<file path="config.mk">
export PLATFORM = sky130hd
export DESIGN_NAME = protection_supervisor
export DESIGN_NICKNAME = d
export VERILOG_FILES = /design/src/hw/protection_supervisor_pkg.sv /design/src/hw/protection_supervisor.sv /design/src/hw/blank_filter.sv
export VERILOG_INCLUDE_DIRS = /design/src /design/src/hw
export SDC_FILE = /design/constraint.sdc
export NUM_CORES = 1
export LEC_CHECK = 0
export BUFFER_PORTS_ARGS = -buffer_cell sky130_fd_sc_hd__buf_2
export CORE_UTILIZATION = 39
export DETAILED_ROUTE_END_ITERATION = 7
export HOLD_SLACK_MARGIN = 0.08
export MAX_ROUTING_LAYER = met4
export SYNTH_ARGS = -nofsm -noshare
export SYNTH_HDL_FRONTEND = slang
export SYNTH_SLANG_ARGS = --single-unit
</file>
<file path="constraint.sdc">
create_clock -name clk -period 8.75 [get_ports clk]
set_input_delay 1.75 -clock clk [delete_from_list [all_inputs] [get_ports clk]]
set_output_delay 1.75 -clock clk [all_outputs]
set_load 0.005 [all_outputs]
</file>
<file path="src/hw/protection_supervisor_regs.svh">
/*
  Register offsets, field positions, reset values and timing figures of the
  protection supervisor.
  Assumes a 10 MHz system clock and an APB slave with 32-bit data.
*/
`ifndef PROTECTION_SUPERVISOR_REGS_SVH
`define PROTECTION_SUPERVISOR_REGS_SVH

// Register byte offsets
`define REG_CTRL 8'h00
`define REG_STATUS 8'h04
`define REG_PEAK 8'h08

// Control fields
`define CTRL_VOUT_LATCH 0
`define CTRL_KEEP_ALIVE 1

// Status fields
`define STAT_STATE_LSB 0
`define STAT_GATE 3
`define STAT_CELL 4
`define STAT_PORT 5
`define STAT_BO 6
`define STAT_BI_SEEN 7
`define STAT_MEASURE 8

// Peak limit setting, millivolt code
`define PEAK_W 10
`define PEAK_MAX_MV 10'h192
`define PEAK_HIGH_DEF_MV 10'h170

// Timing
`define CLK_PERIOD_NS 100
`define AR_TIME_MS 3000
`define BO_NORM_TIME_US 1090
`define BO_SS_TIME_US 5270
`define SOFTSTART_TIME_US 10000
`define AR_CYCLES (`AR_TIME_MS * (1000000 / `CLK_PERIOD_NS))
`define BO_NORM_CYCLES ((`BO_NORM_TIME_US * 1000 + `CLK_PERIOD_NS - 1) / `CLK_PERIOD_NS)
`define BO_SS_CYCLES ((`BO_SS_TIME_US * 1000 + `CLK_PERIOD_NS - 1) / `CLK_PERIOD_NS)
`define SOFTSTART_CYCLES ((`SOFTSTART_TIME_US * 1000) / `CLK_PERIOD_NS)
`define VCC_BLANK_CYCLES 16
`define LEB_CYCLES 3

`endif

</file>
<file path="src/hw/protection_supervisor_pkg.sv">
/*
  Types of the protection supervisor: sequencer states and grouped inputs.
  Assumes nothing beyond a SystemVerilog compiler.
*/
package protection_supervisor_pkg;

  typedef enum logic [2:0] {
    ST_OFF = 3'b000,
    ST_WAIT_BI = 3'b001,
    ST_SOFTSTART = 3'b010,
    ST_RUN = 3'b011,
    ST_AUTORESTART = 3'b100,
    ST_LATCHED = 3'b101,
    ST_BROWNOUT = 3'b110
  } seq_state_t;

  typedef struct packed {
    logic supplyAboveOn;
    logic supplyBelowOff;
    logic supplyBelowOffBo;
    logic supplyAboveBrownin;
    logic lineAboveBrownin;
    logic lineBelowBrownout;
    logic lowLine;
  } sense_t;

  typedef struct packed {
    logic secondLevelOvercurrent;
    logic supplyOvervoltageFault;
    logic feedbackHighFault;
    logic dieOvertempFault;
    logic overloadFault;
    logic sensePinShortFault;
    logic outputOvervoltageFault;
  } fault_t;

endpackage

</file>
<file path="src/hw/protection_supervisor.sv">
/*
  Protection and supervision sequencer: supply lockout, brown-in and
  brown-out, fault reactions, auto-restart and latched shutdown, peak
  current limiting and the serial configuration port window.
  Assumes comparator and fault flags synchronous to clk, an APB master and
  a reset derived from the supply.
*/
// Decided for this implementation: the address map and register access over APB.
`timescale 1ns/100ps
`include "protection_supervisor_regs.svh"

// How it works
// - Serial port open until supply brown-in
// - Keep-alive before brown-in keeps port open
// - Faults judged only while switching
// - Listed faults enter auto-restart
// - Output overvoltage selectable; brown-in blocks, brown-out stops
// - Auto-restart stops gate, enters standby
// - Three seconds off, then recharge, soft-start
// - Startup cell hysteretic during auto-restart
// - Latched shutdown: gate off, wider cell swing
// - Lockout on above 20.5, off 7.2/9.6
// - Supply on/off comparators spike blanked
// - Soft-start needs line and supply brown-in
// - Brown-in acts without blanking
// - Brown-in unmet: standby, no pulses
// - Brown-out after 1.09/5.27 ms low line
// - Peak trip ends pulse after blanking
// - Peak limit compensated, 402mV at low line
module protection_supervisor
  import protection_supervisor_pkg::*;
#(
  parameter int AR_CYCLES = `AR_CYCLES,
  parameter int BO_NORM_CYCLES = `BO_NORM_CYCLES,
  parameter int BO_SS_CYCLES = `BO_SS_CYCLES,
  parameter int SOFTSTART_CYCLES = `SOFTSTART_CYCLES,
  parameter int VCC_BLANK_CYCLES = `VCC_BLANK_CYCLES,
  parameter int LEB_CYCLES = `LEB_CYCLES
) (
  input wire logic clk,
  input wire logic rst_b,
  input wire logic psel,
  input wire logic penable,
  input wire logic pwrite,
  input wire logic [7:0] paddr,
  input wire logic [31:0] pwdata,
  output logic [31:0] prdata,
  output logic pready,
  output logic pslverr,
  input wire protection_supervisor_pkg::sense_t sense,
  input wire protection_supervisor_pkg::fault_t faults,
  input wire logic pwmStart,
  input wire logic pwmStop,
  input wire logic peakCurrentTrip,
  output logic mainGateOutput,
  output logic startupCellOn,
  output logic serialPortEnable,
  output logic measureEnable,
  output logic [`PEAK_W-1:0] peakLimitCode
);
  import protection_supervisor_pkg::*;

  localparam int TW = 32;

  if (AR_CYCLES < 1 || BO_NORM_CYCLES < 1 || BO_SS_CYCLES < 1 || SOFTSTART_CYCLES < 1
      || VCC_BLANK_CYCLES < 1 || LEB_CYCLES < 1 || LEB_CYCLES > 255) begin : g_bad_counts
    $error("protection_supervisor counts must be at least 1");
  end

  function automatic logic isSwitching(input seq_state_t s);
    isSwitching = (s == ST_SOFTSTART) || (s == ST_RUN);
  endfunction

  seq_state_t state_ff, nxt_state;
  logic [TW-1:0] timer_ff, nxt_timer;
  logic arDone_ff, nxt_arDone;
  logic gate_ff, nxt_gate;
  logic [7:0] leb_ff, nxt_leb;
  logic cell_ff, nxt_cell;
  logic boFlag_ff, nxt_boFlag;
  logic biSeen_ff, nxt_biSeen;
  logic keepAlive_ff, nxt_keepAlive;
  logic voutLatch_ff, nxt_voutLatch;
  logic [`PEAK_W-1:0] peakHigh_ff, nxt_peakHigh;
  logic [`PEAK_W-1:0] peak_ff, nxt_peak;
  logic port_ff, nxt_port;
  logic measure_ff, nxt_measure;
  logic [31:0] prdata_ff, nxt_prdata;
  logic pready_ff, nxt_pready;
  logic pslverr_ff, nxt_pslverr;
  logic supplyOnQ, supplyOffQ, brownoutQ;
  logic offLevel, arFault, lebDone, wrEn;
  logic [TW-1:0] boLimit;

  // Supply turn-on and turn-off spike blanking
  blank_filter #(.WIDTH(TW)) u_on_blank (
    .clk(clk),
    .rst_b(rst_b),
    .level(sense.supplyAboveOn),
    .limit(TW'(VCC_BLANK_CYCLES)),
    .qualified(supplyOnQ)
  );

  // Off threshold rises to the brown-out level once brown-out is declared
  assign offLevel = boFlag_ff ? sense.supplyBelowOffBo : sense.supplyBelowOff;

  blank_filter #(.WIDTH(TW)) u_off_blank (
    .clk(clk),
    .rst_b(rst_b),
    .level(offLevel && (state_ff != ST_OFF)),
    .limit(TW'(VCC_BLANK_CYCLES)),
    .qualified(supplyOffQ)
  );

  // Brown-out blanking, longer during soft-start
  assign boLimit = (state_ff == ST_SOFTSTART) ? TW'(BO_SS_CYCLES) : TW'(BO_NORM_CYCLES);

  blank_filter #(.WIDTH(TW)) u_bo_blank (
    .clk(clk),
    .rst_b(rst_b),
    .level(sense.lineBelowBrownout && isSwitching(state_ff)),
    .limit(boLimit),
    .qualified(brownoutQ)
  );

  assign arFault = faults.secondLevelOvercurrent || faults.supplyOvervoltageFault
    || faults.feedbackHighFault || faults.dieOvertempFault
    || faults.overloadFault || faults.sensePinShortFault;

  // Sequencer
  always_comb begin
    nxt_state = state_ff;
    nxt_timer = timer_ff;
    nxt_arDone = arDone_ff;
    case (state_ff)
      ST_OFF: begin
        if (supplyOnQ) begin
          nxt_state = ST_WAIT_BI;
        end
      end
      ST_WAIT_BI: begin
        if (sense.lineAboveBrownin && sense.supplyAboveBrownin) begin
          nxt_state = ST_SOFTSTART;
          nxt_timer = '0;
        end
      end
      ST_SOFTSTART, ST_RUN: begin
        if (state_ff == ST_SOFTSTART) begin
          nxt_timer = timer_ff + 1'b1;
          if (timer_ff >= TW'(SOFTSTART_CYCLES - 1)) begin
            nxt_state = ST_RUN;
          end
        end
        if (faults.outputOvervoltageFault && voutLatch_ff) begin
          nxt_state = ST_LATCHED;
        end else if (arFault || faults.outputOvervoltageFault) begin
          nxt_state = ST_AUTORESTART;
          nxt_timer = '0;
          nxt_arDone = 1'b0;
        end else if (brownoutQ) begin
          nxt_state = ST_BROWNOUT;
        end
      end
      ST_AUTORESTART: begin
        if (!arDone_ff) begin
          nxt_timer = timer_ff + 1'b1;
          if (timer_ff >= TW'(AR_CYCLES - 1)) begin
            nxt_arDone = 1'b1;
          end
        end else if (supplyOnQ) begin
          nxt_state = ST_WAIT_BI;
        end
      end
      ST_LATCHED, ST_BROWNOUT: begin
      end
      default: begin
        nxt_state = ST_OFF;
      end
    endcase
    if (supplyOffQ && (state_ff != ST_OFF)) begin
      nxt_state = ST_OFF;
    end
  end

  // Gate pulse with leading-edge blanking
  always_comb begin
    nxt_gate = gate_ff;
    nxt_leb = leb_ff;
    if (gate_ff && (leb_ff < 8'(LEB_CYCLES))) begin
      nxt_leb = leb_ff + 1'b1;
    end
    if (gate_ff && ((lebDone && peakCurrentTrip) || pwmStop)) begin
      nxt_gate = 1'b0;
    end else if (!gate_ff && pwmStart) begin
      nxt_gate = 1'b1;
      nxt_leb = '0;
    end
    if (!isSwitching(nxt_state)) begin
      nxt_gate = 1'b0;
    end
  end

  assign lebDone = (leb_ff >= 8'(LEB_CYCLES));

  // Startup cell, measurement enable, peak limit and port window
  always_comb begin
    nxt_cell = cell_ff;
    nxt_boFlag = boFlag_ff;
    nxt_biSeen = biSeen_ff;
    case (nxt_state)
      ST_OFF: begin
        nxt_cell = 1'b1;
      end
      ST_AUTORESTART: begin
        if (!sense.supplyAboveBrownin) begin
          nxt_cell = 1'b1;
        end else if (sense.supplyAboveOn) begin
          nxt_cell = 1'b0;
        end
      end
      ST_LATCHED: begin
        if (sense.supplyBelowOffBo) begin
          nxt_cell = 1'b1;
        end else if (sense.supplyAboveOn) begin
          nxt_cell = 1'b0;
        end
      end
      default: begin
        nxt_cell = 1'b0;
      end
    endcase
    if (nxt_state == ST_BROWNOUT) begin
      nxt_boFlag = 1'b1;
    end else if (nxt_state == ST_OFF) begin
      nxt_boFlag = 1'b0;
    end
    if ((state_ff == ST_WAIT_BI) && sense.supplyAboveBrownin) begin
      nxt_biSeen = 1'b1;
    end
    nxt_port = !nxt_biSeen || nxt_keepAlive;
    nxt_measure = isSwitching(nxt_state);
    nxt_peak = sense.lowLine ? `PEAK_MAX_MV : peakHigh_ff;
  end

  // APB slave, no wait states, errors on unmapped offsets
  assign wrEn = psel && penable && pwrite && pready_ff;

  always_comb begin
    nxt_keepAlive = keepAlive_ff;
    nxt_voutLatch = voutLatch_ff;
    nxt_peakHigh = peakHigh_ff;
    nxt_prdata = prdata_ff;
    nxt_pready = psel && !penable;
    nxt_pslverr = 1'b0;
    if (wrEn && (paddr == `REG_CTRL)) begin
      nxt_voutLatch = pwdata[`CTRL_VOUT_LATCH];
      if (!biSeen_ff && pwdata[`CTRL_KEEP_ALIVE]) begin
        nxt_keepAlive = 1'b1;
      end
    end
    if (wrEn && (paddr == `REG_PEAK) && port_ff) begin
      nxt_peakHigh = pwdata[`PEAK_W-1:0];
    end
    if (psel && !penable) begin
      nxt_prdata = '0;
      case (paddr)
        `REG_CTRL: begin
          nxt_prdata[`CTRL_VOUT_LATCH] = voutLatch_ff;
          nxt_prdata[`CTRL_KEEP_ALIVE] = keepAlive_ff;
        end
        `REG_STATUS: begin
          nxt_prdata[`STAT_STATE_LSB +: 3] = state_ff;
          nxt_prdata[`STAT_GATE] = gate_ff;
          nxt_prdata[`STAT_CELL] = cell_ff;
          nxt_prdata[`STAT_PORT] = port_ff;
          nxt_prdata[`STAT_BO] = boFlag_ff;
          nxt_prdata[`STAT_BI_SEEN] = biSeen_ff;
          nxt_prdata[`STAT_MEASURE] = measure_ff;
        end
        `REG_PEAK: begin
          nxt_prdata[`PEAK_W-1:0] = peakHigh_ff;
        end
        default: begin
          nxt_pslverr = 1'b1;
        end
      endcase
    end
  end

  always_ff @(posedge clk or negedge rst_b) begin
    if (!rst_b) begin
      state_ff <= ST_OFF;
      timer_ff <= '0;
      arDone_ff <= 1'b0;
      gate_ff <= 1'b0;
      leb_ff <= '0;
      cell_ff <= 1'b1;
      boFlag_ff <= 1'b0;
      biSeen_ff <= 1'b0;
      keepAlive_ff <= 1'b0;
      voutLatch_ff <= 1'b0;
      peakHigh_ff <= `PEAK_HIGH_DEF_MV;
      peak_ff <= `PEAK_MAX_MV;
      port_ff <= 1'b1;
      measure_ff <= 1'b0;
      prdata_ff <= '0;
      pready_ff <= 1'b0;
      pslverr_ff <= 1'b0;
    end else begin
      state_ff <= nxt_state;
      timer_ff <= nxt_timer;
      arDone_ff <= nxt_arDone;
      gate_ff <= nxt_gate;
      leb_ff <= nxt_leb;
      cell_ff <= nxt_cell;
      boFlag_ff <= nxt_boFlag;
      biSeen_ff <= nxt_biSeen;
      keepAlive_ff <= nxt_keepAlive;
      voutLatch_ff <= nxt_voutLatch;
      peakHigh_ff <= nxt_peakHigh;
      peak_ff <= nxt_peak;
      port_ff <= nxt_port;
      measure_ff <= nxt_measure;
      prdata_ff <= nxt_prdata;
      pready_ff <= nxt_pready;
      pslverr_ff <= nxt_pslverr;
    end
  end

  assign prdata = prdata_ff;
  assign pready = pready_ff;
  assign pslverr = pslverr_ff;
  assign mainGateOutput = gate_ff;
  assign startupCellOn = cell_ff;
  assign serialPortEnable = port_ff;
  assign measureEnable = measure_ff;
  assign peakLimitCode = peak_ff;

  a_port_closes: assert property (@(posedge clk) disable iff (!rst_b)
    (biSeen_ff && !keepAlive_ff) |-> !port_ff)
    else $error("serial port open after brown-in");

  a_port_kept: assert property (@(posedge clk) disable iff (!rst_b)
    (keepAlive_ff && isSwitching(state_ff)) |-> port_ff)
    else $error("keep-alive port closed");

  a_sleep_measure: assert property (@(posedge clk) disable iff (!rst_b)
    !isSwitching(state_ff) |-> (!measure_ff && !gate_ff))
    else $error("measurement or gate active while asleep");

  a_fault_restart: assert property (@(posedge clk) disable iff (!rst_b)
    (isSwitching(state_ff) && arFault && !faults.outputOvervoltageFault && !supplyOffQ)
    |=> (state_ff == ST_AUTORESTART) && !gate_ff && !measure_ff)
    else $error("fault did not enter auto-restart");

  a_vout_latch: assert property (@(posedge clk) disable iff (!rst_b)
    (isSwitching(state_ff) && faults.outputOvervoltageFault && !supplyOffQ)
    |=> (state_ff == ($past(voutLatch_ff) ? ST_LATCHED : ST_AUTORESTART)))
    else $error("output overvoltage reaction wrong");

  a_restart_hold: assert property (@(posedge clk) disable iff (!rst_b)
    ((state_ff == ST_AUTORESTART) && !arDone_ff && !supplyOffQ) |=> (state_ff == ST_AUTORESTART))
    else $error("auto-restart left before off-time");

  a_restart_cell: assert property (@(posedge clk) disable iff (!rst_b)
    ((state_ff == ST_AUTORESTART) && !arDone_ff && !supplyOffQ && !sense.supplyAboveBrownin)
    |=> cell_ff)
    else $error("startup cell not recharging in auto-restart");

  a_latch_cell: assert property (@(posedge clk) disable iff (!rst_b)
    ((state_ff == ST_LATCHED) && !supplyOffQ && sense.supplyBelowOffBo) |=> cell_ff ##1 !gate_ff)
    else $error("latched supply not held");

  a_lockout_off: assert property (@(posedge clk) disable iff (!rst_b)
    (supplyOffQ && (state_ff != ST_OFF)) |=> (state_ff == ST_OFF) && cell_ff)
    else $error("lockout did not deactivate");

  a_brownin_start: assert property (@(posedge clk) disable iff (!rst_b)
    ((state_ff == ST_WAIT_BI) && sense.lineAboveBrownin && sense.supplyAboveBrownin && !supplyOffQ)
    |=> (state_ff == ST_SOFTSTART))
    else $error("brown-in did not start soft-start");

  a_peak_end: assert property (@(posedge clk) disable iff (!rst_b)
    (gate_ff && lebDone && peakCurrentTrip) |=> !gate_ff)
    else $error("peak trip did not end pulse");

  a_peak_low: assert property (@(posedge clk) disable iff (!rst_b)
    sense.lowLine |=> (peak_ff == `PEAK_MAX_MV))
    else $error("low line peak limit wrong");

endmodule

</file>
<file path="src/hw/blank_filter.sv">
/*
  Blanking filter: the output rises once the input has stood high for more than limit
  cycles and falls at once when the input drops, clearing the count.
  Assumes an input synchronous to clk.
*/
`timescale 1ns/100ps
module blank_filter #(
  parameter int WIDTH = 16
) (
  input wire logic clk,
  input wire logic rst_b,
  input wire logic level,
  input wire logic [WIDTH-1:0] limit,
  output logic qualified
);

  logic [WIDTH-1:0] count_ff;
  logic [WIDTH-1:0] nxt_count;
  logic qual_ff;
  logic nxt_qual;

  if (WIDTH < 1) begin : g_bad_width
    $error("blank_filter needs WIDTH of at least 1");
  end

  always_comb begin
    nxt_count = count_ff;
    nxt_qual = 1'b0;
    if (!level) begin
      nxt_count = '0;
    end else if (count_ff < limit) begin
      nxt_count = count_ff + 1'b1;
    end
    if (level && (count_ff >= limit)) begin
      nxt_qual = 1'b1;
    end
  end

  always_ff @(posedge clk or negedge rst_b) begin
    if (!rst_b) begin
      count_ff <= '0;
      qual_ff <= 1'b0;
    end else begin
      count_ff <= nxt_count;
      qual_ff <= nxt_qual;
    end
  end

  assign qualified = qual_ff;

endmodule

</file>
==> run metrics <==
outcome=complete, no violations; remaining global-route overflow=0; cells after synthesis=between 800 and 900; Worst-Skew Late Latency=0.44 ns; Final Hold Viols=0; clk sinks=~180; Post-Syn Area=0.00866 mm²; cell accounting for the most synthesized area=dfrtp_1; WP data required=~9.1 ns; Worst Skew=between 0.01 and 0.015 ns; TNS Setup=0 ns; DR pass1 iterations=5; Die Ht=roughly 150 µm; cell row count=54; initial antenna violation count=0; number of diodes=0; Global Route Usage Sum=between 10% and 20%; io pins=110; Residual DRC=0; number of global-route vias before repair=slightly above 6,000; Initial DRC Count=approximately 460; synth top area cells=dfrtp_1, and2_1, dfstp_2; crit path capture type=flip-flop; worst setup path class=reg -> reg; hold slack=about 0.48 ns; setup violators final=0; Post-synth EDFFs=0; number of port buffers=65; routability cong.=0.850; RSZ-0062 raised after global routing=no; Multi-input gate area=roughly 0.0037 mm²; Pleak=4.62 nW; Layout Nets=980; Yosys cell types=64; clk buf depth=2; CP Launch Type=flip-flop; Async S/R FF share, synth=100%; Peak supply drop=between 0.1 and 0.15 mV; final setup margin=between 4 and 5 ns; Seq cells post-synth=between 150 and 200; Place WS=around 4.4 ns; Slew @ Worst Pin=1.21 ns; Mean Syn Cell Area=between 10 and 15 µm²; Final Power=0.00206 W; sequential share of the synthesized area=53.0%; CTS root buf=clkbuf_16; Wirelength per Cell=15.9 µm; most numerous cell in the Yosys netlist=dfrtp_1; fin. max-slew vios=0; global-route wire length before repair=31.6 mm; Pwr per Cell Area=211 mW/mm²; Vias/cell=5.45; die area=around 0.023 mm²; CTS clk-pin slew, worst paths=approximately 0.080 ns; Area Overhead vs Synth=12.9%; Die Wd=about 150 µm; CTS-repair resized insts=0; initial cell density of the core=between 30% and 40%; FILL cells=about 2,100; Final Critical Period=roughly 4 ns; yosys warns=0; max_cap viols=0; largest net degree at the start of global routing=around 110; register area=between 0.004 and 0.005 mm²; top-area cell type share of the netlist area=around half; Core ar.=0.0218 mm²; hold_buf cts=0; total number of vias=between 6,000 and 7,000; final cycle utilization of the critical path=roughly 45%; CTS tree=built; Total Wirelength=around 19 mm; Detail Placement HPWL=12.7 mm; Synth Flop Type=dfrtp_1; Post-CTS Setup Bufs=0; Slew HR=between 10% and 20%; Peak Freq=~260 MHz; crit path DAT=4.27 ns; H-Tree Depth=4; Crit Path Max Fanout=17; final core occ=44.8%; synth cell count leaders=dfrtp_1, and2_1, nand2_1; layout cell share with drive strength beyond 1=between 15 and 20%; post-route ant nets=0; HP Class=reg -> reg; CTS Buf Count=17
[routing by layer]
layer  wire [µm]  track usage (%)  vias to the layer above
met3         757             2.80                       27
met2        8400             26.1                      170
li1            -                -                     3175
met4         334             6.75                        0
met5           0                -                        -
met1        9530             26.0                     3138
[metrics by stage]
step / std cells / area [µm²]
detailed placement: 1163 / 9160
finish: 1195 / 9780
global route: 1195 / 9780
global placement: 1163 / 9160
CTS: 1195 / 9780
floorplan: 870 / 8740
[cell usage in the layout (no fill, tap or decap), drive strengths merged, types with 16 or more instances in the layout]
cell type  instances
clkbuf            18
nand3             40
ha                16
nand4             16
a31oi             21
nand2             55
nor4              28
conb              22
and3              31
nor3              24
or4               16
o21ai             32
nor2              45
inv               31
dfrtp            173
a21oi             39
and2              66
buf               71
[path summary, 6_finish.rpt]
kind	start	endpoint	slack (ns)	depth (start not counted)
worst max register to register	state_ff[2]$_DFF_PN0_	u_bo_blank.count_ff[12]$_DFFE_PN0P_	4.83	9
max in group asynchronous	rst_b	leb_ff[6]$_DFF_PN0_	5.87	2
worst min-delay path	prdata[5]$_DFFE_PN0P_	prdata[5]$_DFFE_PN0P_	0.48	2
worst min register to register	prdata[5]$_DFFE_PN0P_	prdata[5]$_DFFE_PN0P_	0.48	2
min in group asynchronous	rst_b	timer_ff[19]$_DFFE_PN0P_	1.42	1
worst max-delay path	state_ff[2]$_DFF_PN0_	u_bo_blank.count_ff[12]$_DFFE_PN0P_	4.83	9
[registers in the layout, indices dropped and copies added (netlist names), 3 cells and up]
| name | cells |
|---|---|
| timer_ff | 32 |
| u_bo_blank.count_ff | 32 |
| u_off_blank.count_ff | 32 |
| u_on_blank.count_ff | 32 |
| peakHigh_ff | 10 |
| peakLimitCode | 10 |
| prdata | 10 |
| leb_ff | 8 |
| state_ff | 3 |
[final cells by class]
cell class	count	share of cell area [%]
repair buffers	72	3.95
flip-flops and latches	183	46.9
multi-input cells	606	38.3
clock inverters	15	2.01
inverters	22	0.844
clock buffers	17	4.35
well taps	280	3.58
[worst max-delay path, stage by stage (launching register included)]
cell      delay (ns)
dfrtp_1         0.55
nand2b_1        0.37
nor2_1          0.54
inv_1           0.28
ha_1            0.29
a211o_1         0.29
o211a_1         0.12
or4_1           0.69
or4_1           0.52
a21oi_1         0.16
[kinds of logic (layout without fill, tap and decap cells)]
family,Yosys count,after routing,share of synthesized area (%)
other,1,22,0.0433
adders and majority gates,16,16,2.31
buffers and inverters,81,126,4.64
muxes,18,18,2.30
xor gates and xnor gates,7,7,0.708
DFF,183,183,53.0
AOI/OAI and AO/OA,184,184,14.2
and+or+nand+nor,359,359,22.8
[power breakdown]
part	total, W	internal, W	switching (W)
Clock	0.000792	0.000395	0.000397
Combinational	0.000356	0.000113	0.000242
Sequential	0.000915	0.000877	0.0000383
Total	0.00206	0.00138	0.000677
Power figures use the tool's default switching activity.
